**src/inc/endpoint_halt_pkg.sv**
```systemverilog
package endpoint_halt_pkg;
	localparam int NUM_EP = 6;
	localparam int EP_ID_W = 3;
	localparam int WB_ADR_W = 4;
	localparam int WB_DAT_W = 32;
	localparam int WB_SEL_W = 4;
	localparam int REG_W = 8;

	// Byte addresses of the word-aligned registers
	localparam logic [3:0] HALT_CTRL_OFF = 4'h0;
	localparam logic [3:0] HALT_CFG_OFF = 4'h4;
	localparam logic [3:0] HALT_STATE_OFF = 4'h8;

	localparam logic [7:0] HALT_CTRL_RESET = 8'h00;
	localparam logic [7:0] HALT_CTRL_RSVD_MASK = 8'h82;
	localparam logic [0:0] HALT_CFG_RESET = 1'h0;
	localparam logic [5:0] HALT_STATE_RESET = 6'h00;

	// Field positions
	localparam int EP0_HALT_POS = 0;
	localparam int EPN_HALT_SHIFT = 1;
	localparam int AUTOCLEAR_POS = 0;
	localparam int BYTE_LANE0 = 0;

	typedef enum logic [0:0] {
		ST_IDLE = 1'b0,
		ST_RESPOND = 1'b1
	} resp_state_t;

	typedef struct packed {
		logic valid;
		logic setup;
		logic [EP_ID_W-1:0] ep;
	} token_t;

	typedef struct packed {
		logic valid;
		logic set;
		logic [EP_ID_W-1:0] ep;
	} feature_t;
endpackage

```
**src/rtl/halt_bit_cell.sv**
```systemverilog
module halt_bit_cell #(
	parameter bit ZERO_WRITE_OK = 1'b1
) (
	input wire logic clk_i,
	input wire logic rst_i,
	input wire logic soft_rst_i,
	input wire logic rd_i,
	input wire logic wr_i,
	input wire logic wbit_i,
	input wire logic hw_clear_i,
	input wire logic feat_clr_i,
	input wire logic feat_set_i,
	input wire logic stall_sent_i,
	output logic halt_o,
	output logic internal_o
);
	logic halt_reg;
	logic halt_next;
	logic armed_reg;
	logic armed_next;
	logic internal_reg;
	logic internal_next;
	logic set_ok;

	assign set_ok = wr_i & wbit_i & armed_reg;

	always_comb begin
		halt_next = halt_reg;
		armed_next = armed_reg;
		internal_next = internal_reg;
		// Hardware and host clears first so a software write in the same cycle is not lost
		// ClearFeature cancels stall
		if (hw_clear_i | feat_clr_i) begin
			halt_next = 1'b0;
		end
		if (set_ok) begin
			halt_next = 1'b1;
		end else if (wr_i & ~wbit_i & ZERO_WRITE_OK) begin
			halt_next = 1'b0;
		end
		if (rd_i) begin
			armed_next = ~halt_reg;
		end else if (wr_i) begin
			armed_next = 1'b0;
		end
		if (feat_clr_i) begin
			internal_next = 1'b0;
		end
		// STALL sent marks internal state; set wins
		if (feat_set_i | stall_sent_i) begin
			internal_next = 1'b1;
		end
		if (soft_rst_i) begin
			halt_next = 1'b0;
			armed_next = 1'b0;
			internal_next = 1'b0;
		end
	end

	always_ff @(posedge clk_i) begin
		if (rst_i) begin
			halt_reg <= 1'b0;
			armed_reg <= 1'b0;
			internal_reg <= 1'b0;
		end else begin
			halt_reg <= halt_next;
			armed_reg <= armed_next;
			internal_reg <= internal_next;
		end
	end

	assign halt_o = halt_reg;
	assign internal_o = internal_reg;
endmodule

```
**src/rtl/endpoint_stall_control.sv**
```systemverilog
// Design decisions made here: the register addresses and the Wishbone interface to the registers.
module endpoint_stall_control (
	input wire logic clk_i,
	input wire logic rst_i,
	input wire logic soft_rst_i,
	input wire logic wb_cyc_i,
	input wire logic wb_stb_i,
	input wire logic wb_we_i,
	input wire logic [endpoint_halt_pkg::WB_ADR_W-1:0] wb_adr_i,
	input wire logic [endpoint_halt_pkg::WB_SEL_W-1:0] wb_sel_i,
	input wire logic [endpoint_halt_pkg::WB_DAT_W-1:0] wb_dat_i,
	output logic [endpoint_halt_pkg::WB_DAT_W-1:0] wb_dat_o,
	output logic wb_ack_o,
	input wire endpoint_halt_pkg::token_t token_i,
	input wire endpoint_halt_pkg::feature_t feature_i,
	output logic resp_valid_o,
	output logic resp_stall_o,
	output logic [endpoint_halt_pkg::EP_ID_W-1:0] resp_ep_o,
	output logic [endpoint_halt_pkg::REG_W-1:0] halt_bits_o,
	output logic [endpoint_halt_pkg::NUM_EP-1:0] ep_stalled_o
);
	localparam int NUM_EP = endpoint_halt_pkg::NUM_EP;
	localparam int EP_ID_W = endpoint_halt_pkg::EP_ID_W;
	localparam int REG_W = endpoint_halt_pkg::REG_W;
	localparam int DAT_W = endpoint_halt_pkg::WB_DAT_W;

	function automatic int halt_pos(input int ep);
		halt_pos = (ep == 0) ? endpoint_halt_pkg::EP0_HALT_POS : ep + endpoint_halt_pkg::EPN_HALT_SHIFT;
	endfunction

	// One-hot register mask of an endpoint; unknown endpoints give zero
	function automatic logic [REG_W-1:0] ep_mask(input logic [EP_ID_W-1:0] ep);
		logic [REG_W-1:0] m;
		m = '0;
		if (int'(ep) < NUM_EP) begin
			m[halt_pos(int'(ep))] = 1'b1;
		end
		ep_mask = m;
	endfunction

	// Reserved positions never carry a bit
	function automatic logic [REG_W-1:0] pack_halt(input logic [NUM_EP-1:0] h);
		logic [REG_W-1:0] b;
		b = '0;
		for (int i = 0; i < NUM_EP; i++) begin
			b[halt_pos(i)] = h[i];
		end
		pack_halt = b & ~endpoint_halt_pkg::HALT_CTRL_RSVD_MASK;
	endfunction

	// Register bus
	logic ack_reg;
	logic ack_next;
	logic [DAT_W-1:0] dat_reg;
	logic [DAT_W-1:0] dat_next;
	logic autoclear_reg;
	logic autoclear_next;
	logic wb_take;
	logic sel_halt;
	logic sel_cfg;
	logic sel_state;
	logic halt_wr;
	logic halt_rd;
	logic cfg_wr;

	// Endpoint cells
	logic [NUM_EP-1:0] halt_vec;
	logic [NUM_EP-1:0] internal_vec;
	logic [REG_W-1:0] halt_byte;

	// Token responder
	endpoint_halt_pkg::resp_state_t state_reg;
	endpoint_halt_pkg::resp_state_t state_next;
	logic resp_valid_reg;
	logic resp_valid_next;
	logic resp_stall_reg;
	logic resp_stall_next;
	logic [EP_ID_W-1:0] resp_ep_reg;
	logic [EP_ID_W-1:0] resp_ep_next;
	logic tok_take;
	logic [REG_W-1:0] tok_mask;
	logic stall_now;
	logic setup_ep0;
	logic [REG_W-1:0] feat_mask;

	assign halt_byte = pack_halt(halt_vec);

	// Single-cycle classic slave; ack low for one cycle between requests
	assign wb_take = wb_cyc_i & wb_stb_i & ~ack_reg;
	assign sel_halt = wb_adr_i == endpoint_halt_pkg::HALT_CTRL_OFF;
	assign sel_cfg = wb_adr_i == endpoint_halt_pkg::HALT_CFG_OFF;
	assign sel_state = wb_adr_i == endpoint_halt_pkg::HALT_STATE_OFF;
	// Write only through the low byte lane where the fields live
	assign halt_wr = wb_take & wb_we_i & sel_halt & wb_sel_i[endpoint_halt_pkg::BYTE_LANE0];
	// Reads arm the set gate whatever the byte enables
	assign halt_rd = wb_take & ~wb_we_i & sel_halt;
	assign cfg_wr = wb_take & wb_we_i & sel_cfg & wb_sel_i[endpoint_halt_pkg::BYTE_LANE0];

	always_comb begin
		ack_next = wb_take;
		dat_next = dat_reg;
		autoclear_next = autoclear_reg;
		if (wb_take & ~wb_we_i) begin
			dat_next = '0;
			if (sel_halt) begin
				dat_next[REG_W-1:0] = halt_byte;
			end else if (sel_cfg) begin
				dat_next[endpoint_halt_pkg::AUTOCLEAR_POS] = autoclear_reg;
			end else if (sel_state) begin
				dat_next[NUM_EP-1:0] = internal_vec;
			end
		end
		if (cfg_wr) begin
			autoclear_next = wb_dat_i[endpoint_halt_pkg::AUTOCLEAR_POS];
		end
		if (soft_rst_i) begin
			autoclear_next = endpoint_halt_pkg::HALT_CFG_RESET;
		end
	end

	always_ff @(posedge clk_i) begin
		if (rst_i) begin
			ack_reg <= 1'b0;
			dat_reg <= '0;
			autoclear_reg <= endpoint_halt_pkg::HALT_CFG_RESET;
		end else begin
			ack_reg <= ack_next;
			dat_reg <= dat_next;
			autoclear_reg <= autoclear_next;
		end
	end

	assign wb_ack_o = ack_reg;
	assign wb_dat_o = dat_reg;

	// Token decision uses the halt bits as they stand when the token arrives
	assign tok_take = token_i.valid & (state_reg == endpoint_halt_pkg::ST_IDLE);
	assign tok_mask = ep_mask(token_i.ep);
	assign feat_mask = ep_mask(feature_i.ep);
	// Halted endpoint answers STALL; SETUP is never stalled
	assign stall_now = tok_take & ~token_i.setup & ((halt_byte & tok_mask) != '0);
	assign setup_ep0 = tok_take & token_i.setup & (token_i.ep == '0);

	generate
		for (genvar e = 0; e < NUM_EP; e++) begin : g_ep
			localparam logic [EP_ID_W-1:0] EP_ID = EP_ID_W'(e);
			localparam int POS = halt_pos(e);
			logic hit;
			logic hw_clear;
			logic feat_hit;
			assign hit = token_i.ep == EP_ID;
			assign feat_hit = feature_i.valid & (feature_i.ep == EP_ID);
			assign hw_clear = (stall_now & hit & autoclear_reg) | ((e == 0) & setup_ep0);
			halt_bit_cell #(
				.ZERO_WRITE_OK(e != 0)
			) u_cell (
				.clk_i(clk_i),
				.rst_i(rst_i),
				.soft_rst_i(soft_rst_i),
				.rd_i(halt_rd),
				.wr_i(halt_wr),
				.wbit_i(wb_dat_i[POS]),
				.hw_clear_i(hw_clear),
				.feat_clr_i(feat_hit & ~feature_i.set),
				.feat_set_i(feat_hit & feature_i.set),
				.stall_sent_i(stall_now & hit),
				.halt_o(halt_vec[e]),
				.internal_o(internal_vec[e])
			);
		end
	endgenerate

	// Tokens arriving while an answer is out are dropped; the core spaces them anyway
	always_comb begin
		state_next = state_reg;
		resp_valid_next = 1'b0;
		resp_stall_next = 1'b0;
		resp_ep_next = resp_ep_reg;
		case (state_reg)
			endpoint_halt_pkg::ST_IDLE: begin
				if (tok_take) begin
					state_next = endpoint_halt_pkg::ST_RESPOND;
					resp_valid_next = 1'b1;
					resp_stall_next = stall_now;
					resp_ep_next = token_i.ep;
				end
			end
			endpoint_halt_pkg::ST_RESPOND: begin
				state_next = endpoint_halt_pkg::ST_IDLE;
			end
			default: begin
				state_next = endpoint_halt_pkg::ST_IDLE;
			end
		endcase
		if (soft_rst_i) begin
			state_next = endpoint_halt_pkg::ST_IDLE;
			resp_valid_next = 1'b0;
			resp_stall_next = 1'b0;
		end
	end

	always_ff @(posedge clk_i) begin
		if (rst_i) begin
			state_reg <= endpoint_halt_pkg::ST_IDLE;
			resp_valid_reg <= 1'b0;
			resp_stall_reg <= 1'b0;
			resp_ep_reg <= '0;
		end else begin
			state_reg <= state_next;
			resp_valid_reg <= resp_valid_next;
			resp_stall_reg <= resp_stall_next;
			resp_ep_reg <= resp_ep_next;
		end
	end

	assign resp_valid_o = resp_valid_reg;
	assign resp_stall_o = resp_stall_reg;
	assign resp_ep_o = resp_ep_reg;
	assign halt_bits_o = halt_byte;
	assign ep_stalled_o = internal_vec;
endmodule

```
**config.mk**
```make
export PLATFORM = sky130hd
export DESIGN_NAME = endpoint_stall_control
export DESIGN_NICKNAME = d
export VERILOG_FILES = /design/src/inc/endpoint_halt_pkg.sv /design/src/rtl/halt_bit_cell.sv /design/src/rtl/endpoint_stall_control.sv
export SDC_FILE = /design/constraint.sdc
export NUM_CORES = 1
export LEC_CHECK = 0
export BUFFER_PORTS_ARGS = -buffer_cell sky130_fd_sc_hd__buf_2
export CAP_MARGIN = 20
export CORE_ASPECT_RATIO = 1.4
export CORE_UTILIZATION = 40
export CTS_CLUSTER_DIAMETER = 30
export DETAILED_ROUTE_END_ITERATION = 8
export GPL_TIMING_DRIVEN = 0
export PLACE_DENSITY = 0.69
export SKIP_LAST_GASP = 1
export SYNTH_ARGS = -nofsm -noshare
export SYNTH_HDL_FRONTEND = slang
export SYNTH_SLANG_ARGS = --single-unit
```
**constraint.sdc**
```tcl
create_clock -name clk_i -period 3 [get_ports clk_i]
set_clock_uncertainty 0.1 [all_clocks]
set_input_delay 0.9 -clock clk_i [delete_from_list [all_inputs] [get_ports clk_i]]
set_output_delay 0.9 -clock clk_i [all_outputs]
set_load 0.02 [all_outputs]
```
# After elaboration in Yosys (flattened, before gate mapping)
# Cells that the tools add are included.
dict set report word_totals {
  latchBits 0
  rom_bits 0
  out_inout_bits 52
  ramBits 0
  register_bits 34
  memories 0
}
dict set report classes {
  addsub 1
  div 0
  n_bitwise 92
  eq_ne 12
  mul 0
  order_cmp 3
  shift 0
  n_reduce_logical 23
  mux 47
}
# op count
set op_table {}
lappend op_table {{AND 1 bit} 61}
lappend op_table {{2-to-1 mux 1 bit} 40}
lappend op_table {{inverter 1 bit} 17}
lappend op_table {{nonzero test 2 bit} 8}
lappend op_table {{nonzero test 3 bit} 5}
lappend op_table {{OR 1 bit} 13}
lappend op_table {{== test 3 x 2 -> 1 bit (second input constant)} 4}
lappend op_table {{== test 3 bit (second input constant)} 4}
lappend op_table {{2-to-1 mux 6 bit} 2}
lappend op_table {{zero test 3 bit} 3}
lappend op_table {{AND 7 x 8 -> 8 bit} 1}
lappend op_table {{2-to-1 mux 8 bit} 1}
lappend op_table {{nonzero test 8 bit} 1}
lappend op_table {{== test 3 x 1 -> 1 bit (second input constant)} 2}
lappend op_table {{2-to-1 mux 5 bit} 1}
lappend op_table {{adder 3 x 1 -> 4 bit (second input constant)} 1}
lappend op_table {{== test 4 x 3 -> 1 bit (second input constant)} 1}
lappend op_table {{== test 4 bit (second input constant)} 1}
lappend op_table {{>= comparator 4 x 1 -> 1 bit (second input constant)} 1}
lappend op_table {{zero test 4 bit} 1}
lappend op_table {{< comparator 4 bit (second input constant)} 1}
lappend op_table {{2-to-1 mux 4 bit} 1}
lappend op_table {{OR reduction 4 bit} 1}
lappend op_table {{demux 1 bit (select 3 bit)} 1}
lappend op_table {{6 further kinds} 6}

# Longest topological paths before layout
dict set report depth {
  word_depth 16
  ltp_mapped 6
  depth_no_buf 6
}

# Modules after synthesis
# A second synthesis with hierarchy kept.
dict set report unflattened {
  hier_cells 242
  area_unflattened_um2 2209.6
}
# mod area_each_um2 cells_per_inst seq_area_each_um2 instances
set by_module_without_submodules {}
lappend by_module_without_submodules {endpoint_stall_control 1406.3 165 280.3 1}
lappend by_module_without_submodules {{halt_bit_cell at g_ep[1].u_cell ...} 135.1 13 60.1 5}
lappend by_module_without_submodules {{halt_bit_cell at g_ep[0].u_cell} 127.6 12 60.1 1}

# Worst setup path before layout
# No wires, ideal clock.
dict set report synth_path {
  path_type {in2reg}
  startpoint {input port token_i[0] (netlist bit)}
  endpoint {register g_ep[5].u_cell.halt_reg}
  arrival_time_ps 2561
  slack_ps 214
  n_path_buf 0
  path_stages 6
  setup_time_ps 125
  path_cell_list {ha_1 > ha_1 > or4b_4 > o311ai_4 > nor2_4 > o41a_1}
}
dict set report synth_between {
  elab_chain_cells 14
}
# element line_no
set synth_lines {}
lappend synth_lines {{start, declared} endpoint_stall_control.sv:14} ;# input wire endpoint_halt_pkg::token_t token_i,
lappend synth_lines {{adder 3 x 1 -> 4 bit / zero test 3 bit (equally long branches)} endpoint_stall_control.sv:28} ;# halt_pos = (ep == 0) ? endpoint_halt_pkg::EP0_HALT_POS : ep + endpoint_halt_pkg::EPN_HALT_SHIFT;
lappend synth_lines {{2-to-1 mux 4 bit} endpoint_stall_control.sv:28}
lappend synth_lines {{>= comparator 4 x 1 -> 1 bit (not written as such) / < comparator 4 bit (equally long branches)} endpoint_stall_control.sv:36} ;# m[halt_pos(int'(ep))] = 1'b1;
lappend synth_lines {{logical AND 1 bit (not written as such)} endpoint_stall_control.sv:36}
lappend synth_lines {{2-to-1 mux 1 bit (not written as such)} endpoint_stall_control.sv:36}
lappend synth_lines {{demux 1 bit (select 3 bit)} endpoint_stall_control.sv:36}
lappend synth_lines {{2-to-1 mux 8 bit} endpoint_stall_control.sv:35} ;# if (int'(ep) < NUM_EP) begin
lappend synth_lines {{AND 7 x 8 -> 8 bit} endpoint_stall_control.sv:141} ;# assign stall_now = tok_take & ~token_i.setup & ((halt_byte & tok_mask) != '0);
lappend synth_lines {{nonzero test 8 bit} endpoint_stall_control.sv:141}
lappend synth_lines {{AND 1 bit} endpoint_stall_control.sv:141}
lappend synth_lines {{AND 1 bit * (2 in a row)} endpoint_stall_control.sv:153} ;# assign hw_clear = (stall_now & hit & autoclear_reg) | ((e == 0) & setup_ep0);
lappend synth_lines {{OR 1 bit *} halt_bit_cell.sv:33} ;# if (hw_clear_i | feat_clr_i) begin
lappend synth_lines {{nonzero test 3 bit (no line) *} --}
lappend synth_lines {{end signal, assigned} halt_bit_cell.sv:66} ;# halt_reg <= halt_next;
lappend synth_lines {{end, declared} halt_bit_cell.sv:17} ;# logic halt_reg;
# Mark *: on every way between the ends. The rest lies on a longest branch, timed or not.
# A chain may end at the register's enable or synchronous reset.

# Worst setup path in the final report
# Same ends and word-level chain as after synthesis.

==> summary.md <==
| Metric | Value |
|---|---|
| Worst-Skew Late Latency | 280 ps |
| # diodes | 0 |
| Final GP Congestion | roughly 0.94 |
| Clk pwr share | between 30% and 40% |
| Share of cells above drive strength 1 | 32.9% |
| # DRC | 0 |
| Final worst path period share | 91.7% |
| Number of flops mapped to enable cells by yosys | 0 |
| Clk buf depth | 2 |
| Critical Path Start Type | primary input |
| Buffers plus inverters on the worst setup path | 1 |
| Worst slew pin tran | 618 ps |
| Post-CTS Hold Buffers | 0 |
| Avg WL per Cell | 13.8 um |
| Register bit total from synthesis | 32 |
| Cells along the critical path | buf_2 -> ha_1 -> ha_1 -> or4b_4 -> o311ai_4 -> nor2_4 -> o41a_1 |
| Critical Path RT | 3070 ps |
| Max_slew headroom | 58.5% |
| Share of the synthesized area in the top cell type | 30.5% |
| Critical path endpoint category | flip-flop |
| Hold Path Stages | 2 |
| Max FO, Critical Path | 7 |
| Die Ht | 87.7 um |
| Detail Route Antenna Nets | 0 |
| Total length of routed wires | 5460 um |
| Critical Path Stages | 7 |
| CTS tree | done |
| Initial core utilization | 42.4% |
| Share of power burned in registers | 48.1% |
| Dominant synthesized flop cell | dfxtp_1 |
| Pre-CTS setup slack | -43.0 ps |
| Placeable Area | 4950 um^2 |
| CTS Buf Count | 5 |
| Sink Count | 32 |
| Area Growth Syn to Fin | 23.2% |
| Clock H-tree levels | 2 |
| PortBufs | 48 |
| Int Pwr | 640 uW |
| Gr usage total | 20.5% |
| Most frequent cell after synthesis | buf_4 |
| Max-slew violation count | 0 |
| Final setup viols | 0 |
| Share of the yosys chip area belonging to registers | 30.5% |
| Final nets | 394 |
| Vias after detailed routing | 1995 |
| Final hold violation count | 0 |
| Synth warn | 0 |
| Row cnt | 30 |
| Hold/Removal Path Class | reg2reg |
| Netlist cell types | 53 |
| Most used cell, CP | ha_1 |
| Synth Instances | 252 |
| Syn avg cell area | 8.33 um^2 |
| Crit Path Class | in2reg |
| Max_cap viols | 0 |
| Root Driver | clkbuf_8 |
| FF-to-FF path depth | 4 |
| Iteration-0 DRC count of the detailed router | 90 |
| Comb pwr share | 18.9% |
| Cts repair resizes | 0 |
| Top cells by area, synth | dfxtp_1, buf_4, nand2_1 |
| Final setup margin | 248 ps |
| Largest net degree at the start of global routing | 11 |
| Max Clk Rate | 363 MHz |
| RSZ-0062 raised after global routing | no |
| Maximum vdd drop | 0.000175 V |
| Top post-synthesis cells by count | buf_4, dfxtp_1, nand2_1, a21oi_1, nor2_1 |
| Hpwl dp | 4220 um |
| Clock Pin Slew Worst Setup and Hold Paths | 60 ps |
| PwrDens | 347 nW/um^2 |
| Layout fillers | 530 |
| Largest register FFs | 7 |
| DR vias/cell | 5.05 |
| Netlist Area Pre-Place | between 2000 and 2500 um^2 |
| GR Overflow Total | 0 |
| Global-route wire length before repair | 8810 um |
| Switching Fraction | between 20% and 30% |
| Vias in the first global route | 1850 |
| Async set-reset flop share out of synthesis | 0% |
| Setup Buffers After CTS | 0 |
| Max stage delay cell, worst path | or4b_4 |
| Net Switching | 258 uW |
| Die area | 5550 um^2 |
| Drt first pass iters | 5 |
| Area of the multi-input gates | 1170 um^2 |
| Die X | between 60 and 70 um |
| Power Total | 899 uW |
| Delay-heaviest family, CP | simple AND/OR/NAND/NOR gates |
| Critical Path AT | 2820 ps |
| Initial antenna violation count | 0 |
| Num ports | 108 |
| Sequential standard cell area | 641 um^2 |
| Leakage power | 0.00120 uW |
| Fin crit period | 2750 ps |
| Outcome | finished clean |
| Area leader, netlist | dfxtp_1 |
| Largest stage delay, worst path | 550 ps |
==> worst paths after layout <==
check,startpoint,endpoint,slack [ps]
max reg2reg,g_ep[4].u_cell.halt_o$_SDFFE_PP0P_,g_ep[5].u_cell.halt_o$_SDFFE_PP0P_,1170
min reg2reg,wb_dat_o[5]$_SDFFE_PP0P_,wb_dat_o[5]$_SDFFE_PP0P_,350
max,token_i[0],g_ep[5].u_cell.halt_o$_SDFFE_PP0P_,250
min,wb_dat_o[5]$_SDFFE_PP0P_,wb_dat_o[5]$_SDFFE_PP0P_,350
==> layout by cell type (no fill, tap or decap), types with 2 or more instances in the layout <==
cell type	Yosys	layout
or4_1	2	2
ha_1	5	5
nand2_1	22	22
nand4_1	11	11
conb_1	1	27
nand4b_1	2	2
clkbuf_1	10	10
buf_2	2	50
buf_4	39	39
o21ai_0	5	5
dfxtp_1	32	32
mux2i_1	3	3
nor2_1	13	13
o41ai_1	4	4
o2bb2ai_1	6	6
a221oi_1	4	4
o31a_1	2	2
a21oi_1	16	16
o41a_1	2	2
nor3_1	5	5
o21a_1	2	2
clkbuf_8	0	5
nand3_1	10	10
mux2_2	6	6
nand2b_1	5	5
nor2b_1	2	2
inv_1	12	12
and2_1	3	3
==> through the flow <==
stage	area, um^2	hold WS (ps)	instances	util (%)	setup TNS, ps
floorplan	2200	332	278	-	0
global placement	2520	337	390	50.8	-48.0
detailed placement	2520	342	390	50.8	-78.2
CTS	2590	348	395	52.2	0
global route	2590	375	395	52.2	0
finish	2590	347	395	52.2	0
==> cell type report <==
| class | instances | area share [%] |
|---|---|---|
| multi-input combinational | 183 | 45.3 |
| sequential | 32 | 24.8 |
| buffer | 51 | 13.2 |
| timing repair buffer | 48 | 9.29 |
| tap | 64 | 3.10 |
| clock buffer | 5 | 2.66 |
| inverter | 12 | 1.74 |
==> layer usage <==
metal	GRT usage, %	vias up	part of all wire (%)
met2	37.9	95	52
met3	3.91	11	7.1
met4	7.85	0	1.7
met1	23.2	886	39
met5	0	-	0
li1	-	1003	-
==> power by group through the flow <==
stage               registers [uW]  clock network, uW  logic [uW]
global route                   433                325         185
detailed placement             442                  0         167
finish                         432                296         170
CTS                            432                301         168
floorplan                      446                  0         117
global placement               442                  0         166
==> cells by family after synthesis <==
family                   share of synthesized area (%)
AO/OA/AOI/OAI                                     19.5
adder cells (fa/ha/maj)                           2.98
buffers and inverters                             18.4
flip-flops                                        30.5
multiplexers                                      4.65
other                                            0.179
AND/OR/NAND/NOR                                   23.8
==> worst register-to-register path: cells and delay by family, from the launching register on <==
family	cells	cell delay [ps]
flip-flops	1	440
AO/OA/AOI/OAI	2	580
AND/OR/NAND/NOR	2	600
Power figures use the tool's default switching activity.
